[src/rtl/ibd_pkg.sv]
// Shared constants and carriers of the two-wire baud and diagnostic slice.
// Assumes an APB master with 32-bit data and word-aligned registers.
package ibd_pkg;

    // APB address width
    localparam int IBD_ADDR_W = 16;

    // Register indices; byte address is four times the index
    localparam logic [11:0] IDX_BAUD_HIGH = 12'hf53;
    localparam logic [11:0] IDX_BAUD_LOW  = 12'hf54;
    localparam logic [11:0] IDX_DIAGNOSTIC_ENABLE      = 12'hf55;
    localparam logic [11:0] IDX_CTRL      = 12'hf56;

    // Reset values
    localparam logic [7:0] BAUD_RESET = 8'hff;
    localparam logic [7:0] CTRL_RESET = 8'h00;

    // Control register fields
    localparam int CTRL_EN_BIT    = 0;
    localparam int CTRL_DIAGNOSTIC_ENABLE_BIT  = 1;
    localparam int CTRL_TIMER_BIT = 2;
    localparam logic [7:0] CTRL_MASK = 8'h07;

    // Diagnostic state register fields
    localparam int DIAGNOSTIC_ENABLE_SCL_BIT  = 7;
    localparam int DIAGNOSTIC_ENABLE_SDA_BIT  = 6;
    localparam int DIAGNOSTIC_ENABLE_STOP_BIT = 5;

    // Transfer state codes as software sees them
    localparam logic [4:0] CODE_IDLE  = 5'h00;
    localparam logic [4:0] CODE_START = 5'h01;
    localparam logic [4:0] CODE_BIT7  = 5'h02;
    localparam logic [4:0] CODE_ACK   = 5'h0a;

    // Internal sequencer states, one-hot
    typedef enum logic [3:0] {
        ST_IDLE  = 4'b0001,
        ST_START = 4'b0010,
        ST_DATA  = 4'b0100,
        ST_ACK   = 4'b1000
    } ibd_state_t;

    // APB request from the master
    typedef struct packed {
        logic                  psel;
        logic                  penable;
        logic                  pwrite;
        logic [IBD_ADDR_W-1:0] paddr;
        logic [31:0]           pwdata;
        logic [3:0]            pstrb;
    } ibd_apb_req_t;

    // APB answer from this slave
    typedef struct packed {
        logic [31:0] prdata;
        logic        pready;
        logic        pslverr;
    } ibd_apb_rsp_t;

endpackage : ibd_pkg

[src/rtl/ibd_baud_counter.sv]
// Sixteen-bit reloading down counter that paces the serial bit timing.
// Assumes the reload value is steady while the counter runs.
`timescale 1ns/10ps
module ibd_baud_counter #(
    parameter int W = 16
) (
    input  wire logic         i_clk_sys,
    input  wire logic         i_rst,
    input  wire logic         i_run,
    input  wire logic [W-1:0] i_reload,
    output logic      [W-1:0] o_count,
    output logic              o_tick
);

    logic [W-1:0] count_ff;
    logic         tick_ff;

    // Count down to one, then reload; a reload of zero gives 2^W cycles
    always_ff @(posedge i_clk_sys) begin
        if (i_rst) begin
            count_ff <= '1;
            tick_ff  <= 1'b0;
        end else if (!i_run) begin
            count_ff <= i_reload;
            tick_ff  <= 1'b0;
        end else if (count_ff == W'(1)) begin
            count_ff <= i_reload;
            tick_ff  <= 1'b1;
        end else begin
            count_ff <= count_ff - W'(1);
            tick_ff  <= 1'b0;
        end
    end

    assign o_count = count_ff;
    assign o_tick  = tick_ff;

endmodule // ibd_baud_counter

[src/rtl/ibd_top.sv]
// Baud reload registers, diagnostic state view and bit sequencer.
// Assumes an APB master on i_clk_sys and open-drain SCL/SDA pads outside.
`timescale 1ns/10ps
module ibd_top (
    input  wire logic                  i_clk_sys,
    input  wire logic                  i_rst,
    input  wire ibd_pkg::ibd_apb_req_t i_apb,
    output ibd_pkg::ibd_apb_rsp_t      o_apb,
    input  wire logic                  i_scl_in,
    input  wire logic                  i_sda_in,
    input  wire logic                  i_xfer_go,
    input  wire logic [7:0]            i_xfer_byte,
    output logic                       o_scl_out,
    output logic                       o_scl_oe,
    output logic                       o_sda_out,
    output logic                       o_sda_oe,
    output logic [7:0]                 o_rx_byte,
    output logic                       o_xfer_done,
    output logic                       o_timer_tick
);

    // Registers
    logic [7:0]          baud_low_ff;
    logic [7:0]          baud_high_ff;
    logic [7:0]          ctrl_ff;
    ibd_pkg::ibd_apb_rsp_t rsp_ff;
    // Pin synchronisers
    logic [1:0]          scl_sync_ff;
    logic [1:0]          sda_sync_ff;
    // Sequencer
    ibd_pkg::ibd_state_t state_ff;
    ibd_pkg::ibd_state_t nxt_state;
    logic [2:0]          bit_idx_ff;
    logic [2:0]          nxt_bit_idx;
    logic                phase_ff;
    logic [7:0]          tx_byte_ff;
    logic [7:0]          rx_byte_ff;
    logic                done_ff;
    logic                stop_cnt_ff;
    logic                scl_oe_ff;
    logic                sda_oe_ff;
    logic                timer_tick_ff;
    // Decoded controls and counter
    logic                ctrl_en;
    logic                diagnostic_enable_en;
    logic                timer_en;
    logic [15:0]         baud_reload_value;
    logic [15:0]         baud_count;
    logic                baud_tick;
    logic                step;
    logic [4:0]          state_code;
    logic [7:0]          diagnostic_enable_word;
    // APB decode
    logic                setup_rd;
    logic                wr_take;
    logic [11:0]         word_idx;
    logic                addr_low_ok;
    logic                hit_low;
    logic                hit_high;
    logic                hit_diagnostic_enable;
    logic                hit_ctrl;
    logic                mapped;
    logic [7:0]          rd_byte;

    assign ctrl_en  = ctrl_ff[ibd_pkg::CTRL_EN_BIT];
    assign diagnostic_enable_en  = ctrl_ff[ibd_pkg::CTRL_DIAGNOSTIC_ENABLE_BIT];
    assign timer_en = ctrl_ff[ibd_pkg::CTRL_TIMER_BIT];

    // Both bytes feed the generator as one reload word
    assign baud_reload_value = {baud_high_ff, baud_low_ff};

    // Counter runs while the controller is enabled or while used as a timer
    ibd_baud_counter #(
        .W (16)
    ) u_baud (
        .i_clk_sys (i_clk_sys),
        .i_rst     (i_rst),
        .i_run     (ctrl_en | timer_en),
        .i_reload  (baud_reload_value),
        .o_count   (baud_count),
        .o_tick    (baud_tick)
    );

    // Two flops on the pads before anything looks at them
    always_ff @(posedge i_clk_sys) begin
        if (i_rst) begin
            scl_sync_ff <= 2'h3;
            sda_sync_ff <= 2'h3;
        end else begin
            scl_sync_ff <= {scl_sync_ff[0], i_scl_in};
            sda_sync_ff <= {sda_sync_ff[0], i_sda_in};
        end
    end

    // Address decode; unused upper address bits must be zero
    assign word_idx    = i_apb.paddr[13:2];
    assign addr_low_ok = (i_apb.paddr[1:0] == 2'h0)
                         && (i_apb.paddr[15:14] == 2'h0);
    assign hit_low     = addr_low_ok && (word_idx == ibd_pkg::IDX_BAUD_LOW);
    assign hit_high    = addr_low_ok && (word_idx == ibd_pkg::IDX_BAUD_HIGH);
    assign hit_diagnostic_enable    = addr_low_ok && (word_idx == ibd_pkg::IDX_DIAGNOSTIC_ENABLE);
    assign hit_ctrl    = addr_low_ok && (word_idx == ibd_pkg::IDX_CTRL);
    assign mapped      = hit_low | hit_high | hit_diagnostic_enable | hit_ctrl;

    // Setup cycle samples the read; access edge with pready commits
    assign setup_rd = i_apb.psel && !i_apb.penable;
    assign wr_take  = i_apb.psel && i_apb.penable && rsp_ff.pready
                      && i_apb.pwrite && i_apb.pstrb[0];

    // Diagnostic view: pads, stop counter and state code
    always_comb begin
        diagnostic_enable_word = 8'h00;
        diagnostic_enable_word[ibd_pkg::DIAGNOSTIC_ENABLE_SCL_BIT]  = scl_sync_ff[1];
        diagnostic_enable_word[ibd_pkg::DIAGNOSTIC_ENABLE_SDA_BIT]  = sda_sync_ff[1];
        diagnostic_enable_word[ibd_pkg::DIAGNOSTIC_ENABLE_STOP_BIT] = stop_cnt_ff;
        diagnostic_enable_word[4:0]                    = state_code;
    end

    // Read mux; live counter replaces stored bytes in diagnostic mode
    always_comb begin
        rd_byte = 8'h00;
        if (hit_low) begin
            rd_byte = diagnostic_enable_en ? baud_count[7:0] : baud_low_ff;
        end else if (hit_high) begin
            rd_byte = diagnostic_enable_en ? baud_count[15:8] : baud_high_ff;
        end else if (hit_diagnostic_enable) begin
            rd_byte = diagnostic_enable_word;
        end else if (hit_ctrl) begin
            rd_byte = ctrl_ff & ibd_pkg::CTRL_MASK;
        end
    end

    // One wait-free access cycle: answer is registered at setup
    always_ff @(posedge i_clk_sys) begin
        if (i_rst) begin
            rsp_ff <= '0;
        end else if (setup_rd) begin
            rsp_ff.pready  <= 1'b1;
            rsp_ff.pslverr <= !mapped;
            rsp_ff.prdata  <= i_apb.pwrite ? 32'h0 : {24'h0, rd_byte};
        end else begin
            rsp_ff.pready  <= 1'b0;
            rsp_ff.pslverr <= 1'b0;
        end
    end

    // Stored reload bytes; a write to the state view hits nothing
    always_ff @(posedge i_clk_sys) begin
        if (i_rst) begin
            baud_low_ff  <= ibd_pkg::BAUD_RESET;
            baud_high_ff <= ibd_pkg::BAUD_RESET;
        end else if (wr_take && hit_low) begin
            baud_low_ff  <= i_apb.pwdata[7:0];
        end else if (wr_take && hit_high) begin
            baud_high_ff <= i_apb.pwdata[7:0];
        end
    end

    // Control bits; undefined bits stay zero
    always_ff @(posedge i_clk_sys) begin
        if (i_rst) begin
            ctrl_ff <= ibd_pkg::CTRL_RESET;
        end else if (wr_take && hit_ctrl) begin
            ctrl_ff <= i_apb.pwdata[7:0] & ibd_pkg::CTRL_MASK;
        end
    end

    // Timer tick only while the serial engine is off
    always_ff @(posedge i_clk_sys) begin
        if (i_rst) begin
            timer_tick_ff <= 1'b0;
        end else begin
            timer_tick_ff <= baud_tick && timer_en && !ctrl_en;
        end
    end

    // Two counter ticks per bit: low half then high half
    assign step = baud_tick && phase_ff;

    // Encoded state for software; data bits count 7 down to 0
    always_comb begin
        case (state_ff)
            ibd_pkg::ST_IDLE:  state_code = ibd_pkg::CODE_IDLE;
            ibd_pkg::ST_START: state_code = ibd_pkg::CODE_START;
            ibd_pkg::ST_DATA:  state_code = ibd_pkg::CODE_BIT7
                                            + 5'(3'h7 - bit_idx_ff);
            ibd_pkg::ST_ACK:   state_code = ibd_pkg::CODE_ACK;
            default:           state_code = ibd_pkg::CODE_IDLE;
        endcase
    end

    // Next state of the bit sequencer
    always_comb begin
        nxt_state   = state_ff;
        nxt_bit_idx = bit_idx_ff;
        case (state_ff)
            ibd_pkg::ST_IDLE: begin
                if (ctrl_en && i_xfer_go) begin
                    nxt_state = ibd_pkg::ST_START;
                end
            end
            ibd_pkg::ST_START: begin
                if (step) begin
                    nxt_state   = ibd_pkg::ST_DATA;
                    nxt_bit_idx = 3'h7; // MSB goes out first
                end
            end
            ibd_pkg::ST_DATA: begin
                if (step && bit_idx_ff == 3'h0) begin
                    nxt_state = ibd_pkg::ST_ACK;
                end else if (step) begin
                    nxt_bit_idx = bit_idx_ff - 3'h1;
                end
            end
            ibd_pkg::ST_ACK: begin
                if (step) begin
                    nxt_state = ibd_pkg::ST_IDLE;
                end
            end
            default: begin
                nxt_state = ibd_pkg::ST_IDLE;
            end
        endcase
        // Clearing enable aborts any transfer at once
        if (!ctrl_en) begin
            nxt_state = ibd_pkg::ST_IDLE;
        end
    end

    // Sequencer state and half-bit phase
    always_ff @(posedge i_clk_sys) begin
        if (i_rst) begin
            state_ff   <= ibd_pkg::ST_IDLE;
            bit_idx_ff <= 3'h7;
            phase_ff   <= 1'b0;
        end else begin
            state_ff   <= nxt_state;
            bit_idx_ff <= nxt_bit_idx;
            if (nxt_state == ibd_pkg::ST_IDLE
                || state_ff == ibd_pkg::ST_IDLE) begin
                phase_ff <= 1'b0;
            end else if (baud_tick) begin
                phase_ff <= !phase_ff;
            end
        end
    end

    // Byte capture: transmit byte at go, receive bits at each bit end
    always_ff @(posedge i_clk_sys) begin
        if (i_rst) begin
            tx_byte_ff <= 8'h00;
            rx_byte_ff <= 8'h00;
        end else if (state_ff == ibd_pkg::ST_IDLE
                     && nxt_state == ibd_pkg::ST_START) begin
            tx_byte_ff <= i_xfer_byte;
        end else if (state_ff == ibd_pkg::ST_DATA && step) begin
            rx_byte_ff <= {rx_byte_ff[6:0], sda_sync_ff[1]};
        end
    end

    // Done pulse as the acknowledge bit closes; stop signal spans that bit
    always_ff @(posedge i_clk_sys) begin
        if (i_rst) begin
            done_ff     <= 1'b0;
            stop_cnt_ff <= 1'b0;
        end else begin
            done_ff     <= (state_ff == ibd_pkg::ST_ACK) && step;
            stop_cnt_ff <= (nxt_state == ibd_pkg::ST_ACK);
        end
    end

    // Pad drive is open drain: enable pulls the line low
    always_ff @(posedge i_clk_sys) begin
        if (i_rst) begin
            scl_oe_ff <= 1'b0;
            sda_oe_ff <= 1'b0;
        end else begin
            case (nxt_state)
                ibd_pkg::ST_START: begin
                    scl_oe_ff <= 1'b0;
                    sda_oe_ff <= 1'b1;
                end
                ibd_pkg::ST_DATA: begin
                    scl_oe_ff <= !phase_ff ^ baud_tick;
                    sda_oe_ff <= !tx_byte_ff[nxt_bit_idx];
                end
                ibd_pkg::ST_ACK: begin
                    scl_oe_ff <= !phase_ff ^ baud_tick;
                    sda_oe_ff <= 1'b0; // Partner drives the ack bit
                end
                default: begin
                    scl_oe_ff <= 1'b0;
                    sda_oe_ff <= 1'b0;
                end
            endcase
        end
    end

    assign o_apb        = rsp_ff;
    assign o_scl_out    = 1'b0;
    assign o_sda_out    = 1'b0;
    assign o_scl_oe     = scl_oe_ff;
    assign o_sda_oe     = sda_oe_ff;
    assign o_rx_byte    = rx_byte_ff;
    assign o_xfer_done  = done_ff;
    assign o_timer_tick = timer_tick_ff;
endmodule // ibd_top

[config.mk]
export PLATFORM = sky130hd
export DESIGN_NAME = ibd_top
export DESIGN_NICKNAME = d
export VERILOG_FILES = /design/src/rtl/ibd_pkg.sv /design/src/rtl/ibd_baud_counter.sv /design/src/rtl/ibd_top.sv
export SDC_FILE = /design/constraint.sdc
export NUM_CORES = 1
export LEC_CHECK = 0
export ABC_AREA = 1
export BUFFER_PORTS_ARGS = -buffer_cell sky130_fd_sc_hd__buf_2
export CAP_MARGIN = 20
export CORE_AREA = 2 2 89 91
export CTS_CLUSTER_DIAMETER = 120
export DETAILED_ROUTE_END_ITERATION = 16
export DIE_AREA = 0 0 91 93
export PLACE_DENSITY = 0.82
export SLEW_MARGIN = 20
export SYNTH_ARGS = -nofsm -noshare
export SYNTH_HDL_FRONTEND = slang
export SYNTH_SLANG_ARGS = --single-unit
[constraint.sdc]
create_clock -name i_clk_sys -period 3.62 [get_ports i_clk_sys]
set_clock_uncertainty 0.2 [all_clocks]
set_input_delay 0.905 -clock i_clk_sys [delete_from_list [all_inputs] [get_ports i_clk_sys]]
set_output_delay 0.905 -clock i_clk_sys [all_outputs]
set_load 0.01 [all_outputs]
==> run_results.csv <==
group,metric,value,unit
run_status,outcome,"completed",
detailed_routing,routedWlPerCell,13.1,um
layout,layout-drive-gt1-share,0.194,
timing,finalHoldViolCount,0,
global_route,grt_pass1_vias,3381,
layout,syn2layout_area_growth,11.1,%
detailed_routing,vias,3799,
hold_path,min_to,"scl_sync_ff[1]",
clock_network,ctsHoldBuffers,0,
worst_setup_path,regToRegEndpoint,"o_sda_oe",
hold_path,min_path_cells,1,
power_and_ir_drop,clkPwrFrac,0.415,
worst_setup_path,crit_type,"reg -> reg",
power_and_ir_drop,vdd_drop_max,0.224,mV
layout,design_area,4560,um^2
hold_path,hp-start,"scl_sync_ff[0]",
detailed_routing,drt_pass1_iterations,5,
placement,gp_congestion,0.908,
synthesis,synthAdderAreaFrac,0.0213,
timing,timing.fmax,395,MHz
global_route,grt_usage,0.230,
flow_run,drv_cap,0,
clock_network,worstSkewPairLatency,370,ps
timing,rsz0062_at_grt,"false",
synthesis,synth-edff-count,0,
worst_setup_path,startpoint_type,"flip-flop",
layout,utilization,0.606,
synthesis,synth_simple_gate_area_frac,0.266,
synthesis,synth_top_flop_cell,"dfxtp_1",
timing,slew_headroom,0.514,
clock_network,root_buffer,"clkbuf_8",
synthesis,yosysTopAreaCell,"dfxtp_1",
synthesis,synth_area_per_cell,7.32,um^2
floorplanning,core,7530,um^2
synthesis,netlist_area,4110,um^2
worst_setup_path,end_kind,"flip-flop",
floorplanning,start_util,0.546,
synthesis,synth_cells,561,
timing,setup_violations,0,
power_and_ir_drop,switchingPower,0.000396,W
global_route,gr-total-overflow,0,
detailed_routing,drt_iter0_drc,274,
power_and_ir_drop,power_density,354,nW/um^2
placement,dp_hpwl,6.91,mm
layout,nets,690,
clock_network,ctsResizeCount,0,
global_route,use_met3,0.0330,
timing,worstMarginPinSlew,730,ps
global_route,antenna_found_initial,0,
synthesis,yosysTopAreaCellShare,0.385,
floorplanning,row_count,32,
power_and_ir_drop,sw_frac_of_total,0.245,
global_route,grt_max_degree,40,
placement,pre_cts_ws,824,ps
hold_path,hold_class,"reg -> reg",
placement,placed_area,4360,um^2
worst_setup_path,cp_slowest_cell,"ha_1",
clock_network,cts_tree,"built",
worst_setup_path,r2r_start,"u_baud.o_tick",
floorplanning,die_h,93,um
synthesis,ys_seq_area_frac,0.385,
synthesis,synth_compound_area_frac,0.171,
clock_network,cts_max_level,3,
worst_setup_path,r2r_cells,12,
power_and_ir_drop,power_leakage,2.22,nW
clock_network,cts.sinks,79,
timing,min_period_over_period,0.699,
timing,fin_ws,1090,ps
clock_network,cts_setup_buffers,0,
power_and_ir_drop,comb_power_share,0.045,
global_route,grt_use_met2,0.362,
synthesis,synthXorXnorAreaFrac,0.0171,
floorplanning,die_area,8460,um^2
worst_setup_path,r2r_setup_slack,1090,ps
power_and_ir_drop,seqPwrFrac,0.540,
timing,period_needed,2530,ps
worst_setup_path,slowest_delay,520,ps
clock_network,cts-buffers-inserted,9,
worst_setup_path,cpMostUsedCell,"nand3_1",
power_and_ir_drop,internal_power,0.00122,W
synthesis,synth_mux_area_frac,0,
floorplanning,die_x,91,um
layout,diodes,0,
global_route,grt_busiest_layer,"met2",
timing,tns,0,ps
floorplanning,io_pins,116,
global_route,grt_pass1_wl,15.7,mm
clock_network,clk_pin_slew,90,ps
synthesis,synth_seq_cells,79,
detailed_routing,drc,0,
worst_setup_path,critPathLaunch,"u_baud.o_tick",
worst_setup_path,cp_max_fo,15,
synthesis,synth_area_leaders,"dfxtp_1 (38%), nand2_1 (9.8%), nand3_1 (6.2%)",
synthesis,synth_warnings,0,
synthesis,async_reset_ff_frac,0,
detailed_routing,routed_wl,9.47,mm
clock_network,clockBufferDepth,2,
worst_setup_path,crit_required,3720,ps
synthesis,synth_top_family_by_area,"simple AND/OR/NAND/NOR gates",
detailed_routing,viasPerCell,5.26,
power_and_ir_drop,total_power,0.00162,W
timing,maxSlewViolCount,0,
placement,portBuffers,62,
global_route,gr-usage-met1,0.313,
detailed_routing,antenna_left,0,
worst_setup_path,cp.arrival,2620,ps
synthesis,synth_cell_types,37,
worst_setup_path,crit_chain,"ha_1 -> inv_1 -> ha_1 -> nand3_1 -> nand2_1 -> inv_1 -> nand2_1 -> nand2_1 -> nand3_1 -> nand3_1 -> nand3_1 -> a21oi_1",
-- stage by stage --
stage	hold slack [ps]	cells
finish	213	722
global route	230	722
CTS	216	722
detailed placement	197	706
global placement	197	706
floorplan	189	586
-- per-layer routing --
metal	share of wire	vias to the layer above	wire length [um]
li1	-	1911	-
met1	0.46	1711	4400
met2	0.44	153	4180
met3	0.065	24	612
met4	0.029	0	278
met5	0	-	0
-- power by group through the flow --
stage	Combinational [W]	Sequential, W	Clock (W)
final	0.0000732	0.000872	0.000671
after global routing	0.0000819	0.000872	0.000717
after CTS	0.0000728	0.000872	0.000678
after detailed placement	0.0000726	0.000893	0
after global placement	0.0000710	0.000892	0
after floorplan	0.0000614	0.000893	0
-- registers in the layout, summed over array words and instances, names as in the netlist, 4 cells and up --
name,count
o_apb,10
state_ff,4
u_baud.o_count,16
tx_byte_ff,8
baud_low_ff,8
o_rx_byte,8
baud_high_ff,8
-- worst max-delay path, delay by kind of cell (launching register included) --
| family | cells | cell delay [ps] |
|---|---|---|
| AO/OA/AOI/OAI | 1 | 150 |
| adder cells (fa/ha/maj) | 2 | 820 |
| buffers and inverters | 2 | 290 |
| flip-flops | 1 | 400 |
| AND/OR/NAND/NOR | 7 | 580 |
-- synthesized netlist by cell type, types with 6 or more instances --
master	n
o211ai_2	7
o21ai_0	27
inv_1	62
buf_4	27
nor3_1	6
o211ai_1	25
clkbuf_1	11
nand4_1	9
nand2_2	6
nand3_1	51
xor2_1	6
a21oi_1	43
ha_1	7
nand2_1	107
inv_2	10
nor2_1	32
dfxtp_1	79
o21ai_1	8
-- worst max-delay path by stage --
stage	endpoint	slack (ps)
floorplan	baud_low_ff[7]	1370
global placement	o_apb[5]	870
detailed placement	o_apb[5]	820
CTS	o_sda_oe	1140
global route	o_sda_oe	870
finish	o_sda_oe	1090
-- logic make-up after synthesis --
logic type                 after synthesis
other                                    1
DFF                                     79
xor gates and xnor gates                 8
adders and majority gates                7
buffers and inverters                  120
AOI/OAI and AO/OA                      115
and+or+nand+nor                        231
-- cells in the final DEF (no fill, tap or decap), types with 8 or more instances in the layout --
cell and count:
a21oi_1 43, inv_2 10, clkbuf_8 9, nand4_1 9
nand2_1 107, o21ai_0 27, inv_1 62, buf_2 62
o21ai_1 8, conb_1 26, nand3_1 51, nor2_1 32
dfxtp_1 79, o211ai_1 25
-- final cells by class --
cell class / instances / area (um^2)
Clock buffer: 9 / 124
Clock inverter: 7 / 78.8
Fill cell: 732 / 2960
Inverter: 74 / 278
Multi-Input combinational cell: 387 / 2050
Sequential cell: 79 / 1580
Tap cell: 102 / 128
Timing Repair Buffer: 64 / 325
Note: power is estimated with default switching activity, not from simulation.
